--- config.mk ---
export PLATFORM = sky130hd
export DESIGN_NAME = gpib_service_request_reporter
export DESIGN_NICKNAME = d
export VERILOG_FILES = /design/src/inc/srq_reporter_pkg.sv /design/src/inc/event_stack_if.sv /design/src/rtl/gpib_service_request_reporter.sv /design/src/rtl/event_lifo.sv
export VERILOG_INCLUDE_DIRS = /design/src /design/src/inc
export SDC_FILE = /design/constraint.sdc
export NUM_CORES = 1
export LEC_CHECK = 0
export BUFFER_PORTS_ARGS = -buffer_cell sky130_fd_sc_hd__buf_2
export CORE_UTILIZATION = 50
export CTS_CLUSTER_SIZE = 16
export DETAILED_ROUTE_END_ITERATION = 8
export GPL_TIMING_DRIVEN = 1
export PLACE_DENSITY = 0.68
export SYNTH_ARGS = -nofsm -noshare
export SYNTH_HDL_FRONTEND = slang
export SYNTH_HIERARCHICAL = 1
export SYNTH_SLANG_ARGS = --single-unit
--- constraint.sdc ---
create_clock -name clock -period 4.1 [get_ports clock]
set_input_delay 0.82 -clock clock [delete_from_list [all_inputs] [get_ports clock]]
set_output_delay 0.82 -clock clock [all_outputs]
set_load 0.005 [all_outputs]
--- src/inc/srq_reporter_map.svh ---
// Constants for the service request reporter: status bytes, event codes, depths, resets
`ifndef SRQ_REPORTER_MAP_SVH
`define SRQ_REPORTER_MAP_SVH
// Status bytes returned by a serial poll (decimal 0, 65, 97, 98, 192)
`define STB_NONE 8'h00
`define STB_POWER_ON 8'h41
`define STB_CMD_ERROR 8'h61
`define STB_EXEC_ERROR 8'h62
`define STB_DEVICE_EVENT 8'hc0
// Event codes returned by an event query (decimal 0, 401, 752..755)
`define CODE_NONE 10'h000
`define CODE_POWER_ON 10'h191
`define CODE_SWEEP_DONE 10'h2f0
`define CODE_PLOT_DONE 10'h2f1
`define CODE_SUPPLY_RECOVERED 10'h2f2
`define CODE_INTERLOCK_CHANGED 10'h2f3
// Event code store depth
`define LIFO_DEPTH 10
// Request enables after reset
`define GEN_ENABLE_RESET 1'b1
`define OPC_ENABLE_RESET 1'b0
`endif

--- src/inc/srq_reporter_pkg.sv ---
// Types shared by the service request reporter and its event code store
package srq_reporter_pkg;
    typedef logic [7:0] status_t; // Serial poll status byte
    typedef logic [9:0] code_t; // Event code, unsigned
    // One saved status report
    typedef struct packed {
        logic valid; // Report waiting
        logic completion_request_enable; // Operation complete type
        status_t status; // Status byte
    } report_t;
endpackage : srq_reporter_pkg

--- src/inc/event_stack_if.sv ---
// Connection between the reporter and its event code store
`timescale 1ns/1ps
interface event_stack_if;
    logic push; // Store a new code
    srq_reporter_pkg::code_t push_code; // Code to store
    logic pop; // Remove newest code
    srq_reporter_pkg::code_t top_code; // Newest code, zero when empty
    logic empty; // Nothing stored
    logic full; // All entries used
    modport owner (output push, push_code, pop, input top_code, empty, full);
    modport stack (input push, push_code, pop, output top_code, empty, full);
endinterface : event_stack_if

--- src/rtl/gpib_service_request_reporter.sv ---
// Service request, serial poll status and event query logic of the instrument
`timescale 1ns/1ps
`include "srq_reporter_map.svh"
module gpib_service_request_reporter (
    input wire logic clock, // System clock, 40 MHz
    input wire logic rst_n, // Asynchronous reset, active low
    input wire logic cmd_error_valid, // Message could not be parsed
    input wire logic [9:0] cmd_error_code, // Code for the command error
    input wire logic exec_error_valid, // Message could not be executed
    input wire logic [9:0] exec_error_code, // Code for the execution error
    input wire logic sweep_done, // Sweep measurement finished
    input wire logic plot_done, // Plotter output finished
    input wire logic breaker_changed, // Circuit breaker state changed
    input wire logic interlock_changed, // Interlock state changed
    input wire logic general_request_enable_write, // Load general enable
    input wire logic completion_request_enable_write, // Load completion enable
    input wire logic enable_value, // Value for either enable write
    input wire logic general_request_enable_query, // Ask general enable
    input wire logic completion_request_enable_query, // Ask completion enable
    output logic enable_reply, // On or off answer
    output logic enable_reply_valid, // Enable answer strobe
    input wire logic poll_req, // Serial poll by the controller
    output logic poll_ack, // Poll answer strobe
    output logic [7:0] status_byte, // Poll answer
    input wire logic event_query, // Event query by the controller
    output logic event_ack, // Event answer strobe
    output logic [9:0] event_code_out, // Event answer
    output logic srq // Service request line, high asserts
);
    // Report may be asserted under the enables
    function automatic logic srq_allowed(srq_reporter_pkg::report_t r, logic gen, logic completion_request_enable);
        return r.valid && (r.completion_request_enable ? completion_request_enable : gen);
    endfunction : srq_allowed

    srq_reporter_pkg::report_t pending_reg, pending_next; // Report the next poll returns
    srq_reporter_pkg::report_t latest_reg, latest_next; // Most recent newer report
    srq_reporter_pkg::report_t new_report; // Report of this cycle's event
    logic power_on_reg; // Power-on event still to post
    logic gen_en_reg; // General request enable
    logic opc_en_reg; // Completion request enable
    logic poll_ack_reg, event_ack_reg, enable_valid_reg, enable_reply_reg;
    logic [7:0] status_reg; // Poll answer
    logic [9:0] code_reg; // Event answer
    wire logic comp_any; // Any completion event
    wire logic new_valid; // An event arrives this cycle
    wire logic [9:0] comp_code; // Code of the completion event
    wire logic [9:0] new_code; // Code of the arriving event
    wire srq_reporter_pkg::status_t new_status; // Category byte of the arriving event
    wire logic new_opc; // Arriving event is a completion
    wire logic serve; // Poll taken while requesting
    event_stack_if stk (); // Event code store port

    // Event selection, power-on first then errors then completions
    assign comp_any = sweep_done | plot_done | breaker_changed | interlock_changed;
    assign new_valid = power_on_reg | cmd_error_valid | exec_error_valid | comp_any;
    assign comp_code = sweep_done ? `CODE_SWEEP_DONE :
                       plot_done ? `CODE_PLOT_DONE :
                       breaker_changed ? `CODE_SUPPLY_RECOVERED : `CODE_INTERLOCK_CHANGED;
    assign new_code = power_on_reg ? `CODE_POWER_ON :
                      cmd_error_valid ? cmd_error_code :
                      exec_error_valid ? exec_error_code : comp_code;
    assign new_status = power_on_reg ? `STB_POWER_ON :
                        cmd_error_valid ? `STB_CMD_ERROR :
                        exec_error_valid ? `STB_EXEC_ERROR : `STB_DEVICE_EVENT;
    // completion events form their own request type
    assign new_opc = !(power_on_reg | cmd_error_valid | exec_error_valid);
    // One driver for the whole report
    assign new_report = '{valid: new_valid, completion_request_enable: new_opc, status: new_status};

    // line follows the pending report and its enable
    assign srq = srq_allowed(pending_reg, gen_en_reg, opc_en_reg);
    assign serve = poll_req && srq;

    // codes stored unless a query comes in the same cycle; that query takes the new code directly
    assign stk.push = new_valid && !event_query;
    assign stk.push_code = new_code;
    assign stk.pop = event_query && !new_valid;

    // Two-report status store
    always_comb begin
        pending_next = pending_reg;
        latest_next = latest_reg;
        if (serve) begin
            pending_next = latest_reg.valid ? latest_reg : new_report;
            latest_next = latest_reg.valid ? new_report : '0;
        end else if (new_valid) begin
            if (!pending_reg.valid) begin
                pending_next = new_report;
            end else begin
                latest_next = new_report;
            end
        end
    end

    // Report registers and power-on event
    always_ff @(posedge clock or negedge rst_n) begin
        if (!rst_n) begin
            pending_reg <= '0;
            latest_reg <= '0;
            power_on_reg <= 1'b1;
        end else begin
            pending_reg <= pending_next;
            latest_reg <= latest_next;
            power_on_reg <= 1'b0;
        end
    end

    // Enables, loaded by their commands
    always_ff @(posedge clock or negedge rst_n) begin
        if (!rst_n) begin
            gen_en_reg <= `GEN_ENABLE_RESET;
            opc_en_reg <= `OPC_ENABLE_RESET;
        end else begin
            if (general_request_enable_write) gen_en_reg <= enable_value;
            if (completion_request_enable_write) opc_en_reg <= enable_value;
        end
    end

    // Answers to poll, event query and enable queries
    always_ff @(posedge clock or negedge rst_n) begin
        if (!rst_n) begin
            poll_ack_reg <= 1'b0;
            status_reg <= `STB_NONE;
            event_ack_reg <= 1'b0;
            code_reg <= `CODE_NONE;
            enable_valid_reg <= 1'b0;
            enable_reply_reg <= 1'b0;
        end else begin
            poll_ack_reg <= poll_req;
            if (poll_req) status_reg <= serve ? pending_reg.status : `STB_NONE;
            event_ack_reg <= event_query;
            if (event_query) code_reg <= new_valid ? new_code : stk.top_code;
            enable_valid_reg <= general_request_enable_query | completion_request_enable_query;
            if (general_request_enable_query) enable_reply_reg <= gen_en_reg;
            else if (completion_request_enable_query) enable_reply_reg <= opc_en_reg;
        end
    end

    assign poll_ack = poll_ack_reg;
    assign status_byte = status_reg;
    assign event_ack = event_ack_reg;
    assign event_code_out = code_reg;
    assign enable_reply_valid = enable_valid_reg;
    assign enable_reply = enable_reply_reg;

    // Event code store
    event_lifo #(.DEPTH(`LIFO_DEPTH)) u_lifo (
        .clock(clock),
        .rst_n(rst_n),
        .stk(stk)
    );
endmodule : gpib_service_request_reporter

--- src/rtl/event_lifo.sv ---
// Last-in-first-out store of event codes that drops the oldest when full
`timescale 1ns/1ps
`include "srq_reporter_map.svh"
module event_lifo #(
    parameter int DEPTH = `LIFO_DEPTH
) (
    input wire logic clock, // System clock
    input wire logic rst_n, // Asynchronous reset, active low
    event_stack_if.stack stk // Push and pop port
);
    localparam int CW = $clog2(DEPTH + 1);
    localparam logic [CW-1:0] DEPTH_C = CW'(DEPTH);

    // Depth check at elaboration
    if (DEPTH < 2) begin : g_depth_check
        $error("event_lifo needs a depth of at least two");
    end

    srq_reporter_pkg::code_t mem_reg [DEPTH]; // Entry 0 is the oldest
    logic [CW-1:0] count_reg; // Codes held
    logic [CW-1:0] top_idx; // Index of newest code

    assign top_idx = count_reg - 1'b1;
    assign stk.full = (count_reg == DEPTH_C);
    assign stk.empty = (count_reg == '0);
    assign stk.top_code = stk.empty ? `CODE_NONE : mem_reg[top_idx];

    // Storage; when full everything slides down one place
    always_ff @(posedge clock) begin
        if (stk.push) begin
            if (stk.full) begin
                for (int i = 0; i < DEPTH - 1; i++) begin
                    mem_reg[i] <= mem_reg[i+1];
                end
                mem_reg[DEPTH-1] <= stk.push_code;
            end else begin
                mem_reg[count_reg] <= stk.push_code;
            end
        end
    end

    // Fill level
    always_ff @(posedge clock or negedge rst_n) begin
        if (!rst_n) begin
            count_reg <= '0;
        end else if (stk.push && !stk.full) begin
            count_reg <= count_reg + 1'b1;
        end else if (!stk.push && stk.pop && !stk.empty) begin
            count_reg <= count_reg - 1'b1;
        end
    end
endmodule : event_lifo

## Word level (Yosys, flattened, before mapping)

Memories as Yosys holds them, arrays and structs flattened.
Cells that the tools add are included.

| operators by class | value |
|---|---|
| equal/unequal tests | 2 |
| muxes and demuxes | 34 |
| reduce and logical (&&, ||, !) cells | 21 |
| add/sub/neg operators | 2 |
| bitwise operators | 7 |

Operators with widths:

| kind | number |
|---|---|
| 10-bit 2-to-1 mux | 13 |
| 8-bit 2-to-1 mux | 4 |
| 4-bit 2-to-1 mux | 3 |
| 1-bit 2-to-1 mux | 11 |
| 10-bit OR reduction | 1 |
| 9-bit 2-to-1 mux | 1 |
| 2-bit nonzero test | 4 |
| 1-bit logical AND | 7 |
| 1-bit OR | 7 |
| 1-bit logical NOT | 6 |
| 4-bit by 1-bit adder with 4-bit output, second input constant | 1 |
| 4-bit == test, second input constant | 1 |
| 4-bit logical NOT | 1 |
| 2-bit 2-to-1 mux | 2 |
| 2-bit AND reduction | 2 |
| 4-bit by 1-bit subtractor with 4-bit output, second input constant | 1 |
| 2-bit by 1-bit != test with 1-bit output, second input constant | 1 |

| storage, ports and cells | value |
|---|---|
| bits in registers | 49 |
| memory bits (writable) | 100 |
| memories | 1 |
| output and inout bits | 23 |

Memory list:

| memory | words | bits a word | read ports | clocked after Yosys merged registers in | write ports | line | text |
|---|---|---|---|---|---|---|---|
| u_lifo.mem_reg | 10 | 10 | 10 | 0 | 10 | event_lifo.sv:19 | `srq_reporter_pkg::code_t mem_reg [DEPTH];` |

## Depth between registers and ports, before layout

| depth | value |
|---|---|
| depth after elaboration | 10 |
| gate-level depth with buffers | 11 |
| mapped depth without buffers | 8 |

## By module

Netlist, hierarchy kept.

Modules (own cells, without submodules):

| module | area each (um^2) | times used | cells an instance |
|---|---|---|---|
| event_lifo | 7813.7 | 1 | 448 |
| gpib_service_request_reporter | 1826.8 | 1 | 188 |

## Worst setup path after synthesis

Ideal clock, no wire load.

| timing | value |
|---|---|
| path type | in2reg |
| start point | input sweep_done |
| end point | memory u_lifo/mem_reg[6][0] (netlist name) (enable) |
| arrival | 2424 ps |
| slack | 1286 ps |
| path buffers | 1 |
| cell stages on the path | 6 |
| required time | 3709 ps |
| path through | nor4_4 and2_4 buf_6 nor2_1 nand3b_4 o21ai_0 |

RTL lines:

| item | line | text |
|---|---|---|
| start: declaration | gpib_service_request_reporter.sv:11 | `input wire logic sweep_done,` |
| end: declaration | event_lifo.sv:19 |  |

## Final worst setup path

| timing | value |
|---|---|
| start point | register u_lifo.count_reg[1] |
| end point | register code_reg[7] (netlist: event_code_out[7]) |

| between the ends | value |
|---|---|
| word-level cells in the longest chain between the ends | 4 |
| elaborated cells between the ends (all ways) | 5 |
| classes of those cells | 1 x add/sub; 2 x mux; 1 x reduce/logical; 1 x memory |

Ends and longest elaborated chain:

| item | line | text |
|---|---|---|
| start: declaration | event_lifo.sv:20 | `logic [CW-1:0] count_reg;` |
| start signal: assignment | event_lifo.sv:47 | `count_reg <= count_reg + 1'b1;` |
| start signal: assignment | event_lifo.sv:49 | `count_reg <= count_reg - 1'b1;` |
| 4-bit by 1-bit subtractor with 4-bit output | event_lifo.sv:23 | `assign top_idx = count_reg - 1'b1;` |
| memory 10 x 10 bit | n/a |  |
| 10-bit 2-to-1 mux (*) | event_lifo.sv:26 | `` assign stk.top_code = stk.empty ? `CODE_NONE : mem_reg[top_idx]; `` |
| net stk.top_code[7] | event_stack_if.sv:7 | `srq_reporter_pkg::code_t top_code;` |
| 10-bit 2-to-1 mux (*) | gpib_service_request_reporter.sv:132 | `if (event_query) code_reg <= new_valid ? new_code : stk.top_code;` |
| end signal: assignment | gpib_service_request_reporter.sv:125 | `` code_reg <= `CODE_NONE; `` |
| end signal: assignment | gpib_service_request_reporter.sv:132 |  |
| end: declaration | gpib_service_request_reporter.sv:43 | `logic [9:0] code_reg;` |

The timed path passes the listed nets; every way through them passes the cells marked *.
A chain may end at the register's enable or synchronous reset.

==> impl_metrics.yaml <==
critical_path:
  start_kind: "flip-flop"
  cp_max_fo: 43
  cp_num_buf_inv: 2
  timing.setup.critical_path_class: "flip-flop to flip-flop"
  required_worst_endpoint_ns: 4.41
  timing.critical_path.slowest_stage_cell: "dfrtp_1"
  timing.critical_path.arrival_ns: 3.57
  setup.worst_path.end_class: "flip-flop"
  path_delay_family: "buffers and inverters"
  worstPathCellList: "inv_1 > ha_2 > buf_4 > mux2_2 > o22ai_1 > o32ai_1 > o211ai_1 > o21ai_0"
  critical-path-max-stage-delay_ns: 0.64
routing:
  finalWirelength_mm: 22.48
  wire_per_inst_um: 23.06
  drt_first_iter_violations: 473
  ant_nets: 0
  routed_via_density: 5.970
  drt_pass1_iterations: 6
  route.vias.total: 5821
  remaining_drc_errors: 0
power_and_ir_drop:
  net-switching-power_mw: 2.524
  switching_share_pct: 35.03
  peakVddDrop_v: 0.0004356
  share_comb_of_total_power_pct: 39.0
  power_frac_seq_pct: 37.7
  power.leakage_nw: 3.972
  p_int_mw: 4.681
  clockPowerShare_pct: 23.3
  power.density_nw_per_um2: 665.4
global_route:
  grt_antenna_before_repair: 0
  overflow: 0
  grt_pass1_vias: 5831
  use_met1_pct: 31.50
  grt_use_met2_pct: 40.56
  global_route_wire_length_before_repair_mm: 34.55
  groute.layer.met3.usage_pct: 4.246
  globalRoute.busiestLayer: "met2"
  grt_usage_pct: 23.92
  maximum_number_of_pins_on_one_net_before_global_route_repair: 44
clock_tree:
  post_cts.repair.setup_buffers: 0
  cts.hold.buffers_added: 0
  cts_root_buf: "clkbuf_16"
  cts_max_level: 4
  post_cts_resized: 0
  tritoncts_num_sinks: 200
  worst_case_clock_buffer_depth: 2
  path_clk_slew_ns: 0.08
  numCtsBuffers: 17
  clkLatencyLatePin_ns: 0.44
  tritoncts_clock_tree: "built"
timing:
  clock.fmax_mhz: 306.3
  rsz0062_at_grt: "no"
  fin_hold_ws_ns: 0.4882
  timing.final.crit_period_ns: 3.265
  worst_slew_margin_rel_pct: 37.97
  setup_tns_ns: 0
  layout_worst_path_cycle_share_pct: 79.64
  tightestPinTransition_ns: 0.9305
  finalSetupViolCount: 0
  slew_violations: 0
  final-hold-violation-count: 0
  clk_skew_ns: 0.01061
yosys:
  postSynthRegisterBits: 200
  ys_top_cells_by_area: "edfxtp_1, mux2_2, dfrtp_1, mux4_2, mux2_4"
  synth_area_leader_cell: "edfxtp_1"
  postSynthAreaPerCell_um2: 15.16
  syn-cell-area_um2: 9640
  synth_edf_count: 160
  yosys.area.top_type_share_pct: 49.84
  dominantRegCellSynth: "edfxtp_1"
  synth_seq_area_share_pct: 60.25
  ys_warn_count: 6
  synth_cells: 636
  synthMostInstantiatedCell: "edfxtp_1"
  synthTopCellsByCount: "edfxtp_1, mux2_2, dfrtp_1"
  ys_async_sr_fraction_pct: 20.00
  yosysUniqueCellTypes: 68
floorplan:
  number_of_placement_rows: 50
  initial_core_util_pct: 51.20
  vertical_die_dimension_um: 140.9
  chipWidth_um: 140.9
  coreArea_um2: 18830
  num_io_pins: 58
  die_area_um2: 19840
final_layout:
  drive_gt1_share_pct: 41.68
  layout.nets: 741
  post_layout_nonfiller_instances: 975
  nFillCells: 1438
  area.growth.synth_to_final_pct: 12.33
  largest_register_ffs: 160
  antenna_cells: 0
run_status:
  result_of_the_run: "finished clean"
hold_path:
  worst_hold_path_type: "flip-flop to flip-flop"
run:
  max_capacitance_violation_total: 0
placement:
  place.gp.congestion: 0.8589
  placed_cells_incl_taps: 943
  port_buffers: 54
  dp_hpwl_mm: 15.30
==> worst paths after layout <==
kind,startpoint,to,slack (ns),cells after the start
max,u_lifo/count_reg[1],event_code_out[7],0.83,8
min,latest_reg[5],latest_reg[5],0.49,1
max reg2reg,u_lifo/count_reg[1],event_code_out[7],0.83,8
min reg2reg,latest_reg[5],latest_reg[5],0.49,1
max in group asynchronous,rst_n,u_lifo/count_reg[1],3.00,1
min in group asynchronous,rst_n,status_byte[5],0.52,1
==> stage by stage <==
step	setup WS [ns]	util, %	area, um2	power (mW)
after global routing	0.5742	57.51	10830	7.486
after CTS	0.8532	57.51	10830	7.200
after floorplan	1.286	-	9652	4.779
after global placement	0.7020	54.37	10240	5.463
after detailed placement	0.5307	54.37	10240	5.526
final	0.8348	57.51	10830	7.206
==> area by class of cell <==
type                            count  area, um2  area share, %
Sequential cell                   200       5808          53.63
Multi-Input combinational cell    386       3578          33.04
Clock buffer                       19      475.5          4.391
Timing Repair Buffer               79      457.9          4.229
Tap cell                          260      325.3          3.004
Clock inverter                     13      116.4          1.075
Inverter                           18      67.56         0.6239
==> layer usage <==
layer / vias to the layer above / wire length (um)
met5: - / 0
met4: 0 / 357
met3: 32 / 1151
met2: 187 / 11620
met1: 3005 / 9357
li1: 2597 / -
==> worst reg2reg max path, stage by stage (launching register included) <==
cell and delay, ns:
dfrtp_1 0.64, inv_1 0.19, ha_2 0.60, buf_4 0.56, mux2_2 0.44, o22ai_1 0.25, o32ai_1 0.12, o211ai_1 0.24
o21ai_0 0.11
==> cell usage in the layout, fill, tap and decap left out, types with 4 or more instances in the layout <==
cell       count
buf_2         54
mux2i_1       13
a21oi_1       14
mux2_4        12
a221oi_2       4
a31oi_1        4
inv_6          7
buf_4         25
nor2_1        28
edfxtp_1     160
mux2_2       126
nand3_1        5
inv_1         17
o22ai_1       27
o32ai_1       10
mux2_1         5
nand2_1       35
conb_1         4
dfrtp_1       38
mux4_2        20
clkbuf_16     19
o21ai_0        9
==> cells by family (layout without fill, tap and decap cells) <==
| family | after synthesis | count (layout) | synth area share, % |
|---|---|---|---|
| flops | 200 | 200 | 60.25 |
| mux | 177 | 177 | 23.34 |
| buf+inv | 53 | 129 | 2.972 |
| other cells | 1 | 4 | 0.03890 |
| fa+ha+maj | 4 | 4 | 0.5192 |
| compound gates | 90 | 90 | 6.320 |
| simple gates | 108 | 108 | 6.217 |
| xor+xnor | 3 | 3 | 0.3505 |
==> power by group through the flow <==
stage / Clock, mW / Sequential [mW] / Combinational [mW]
after CTS: 1.71 / 2.71 / 2.78
after global routing: 1.78 / 2.74 / 2.97
final: 1.68 / 2.72 / 2.81
after global placement: 0 / 2.74 / 2.72
after floorplan: 0 / 2.65 / 2.13
after detailed placement: 0 / 2.75 / 2.77
Power figures use the tool's default switching activity.
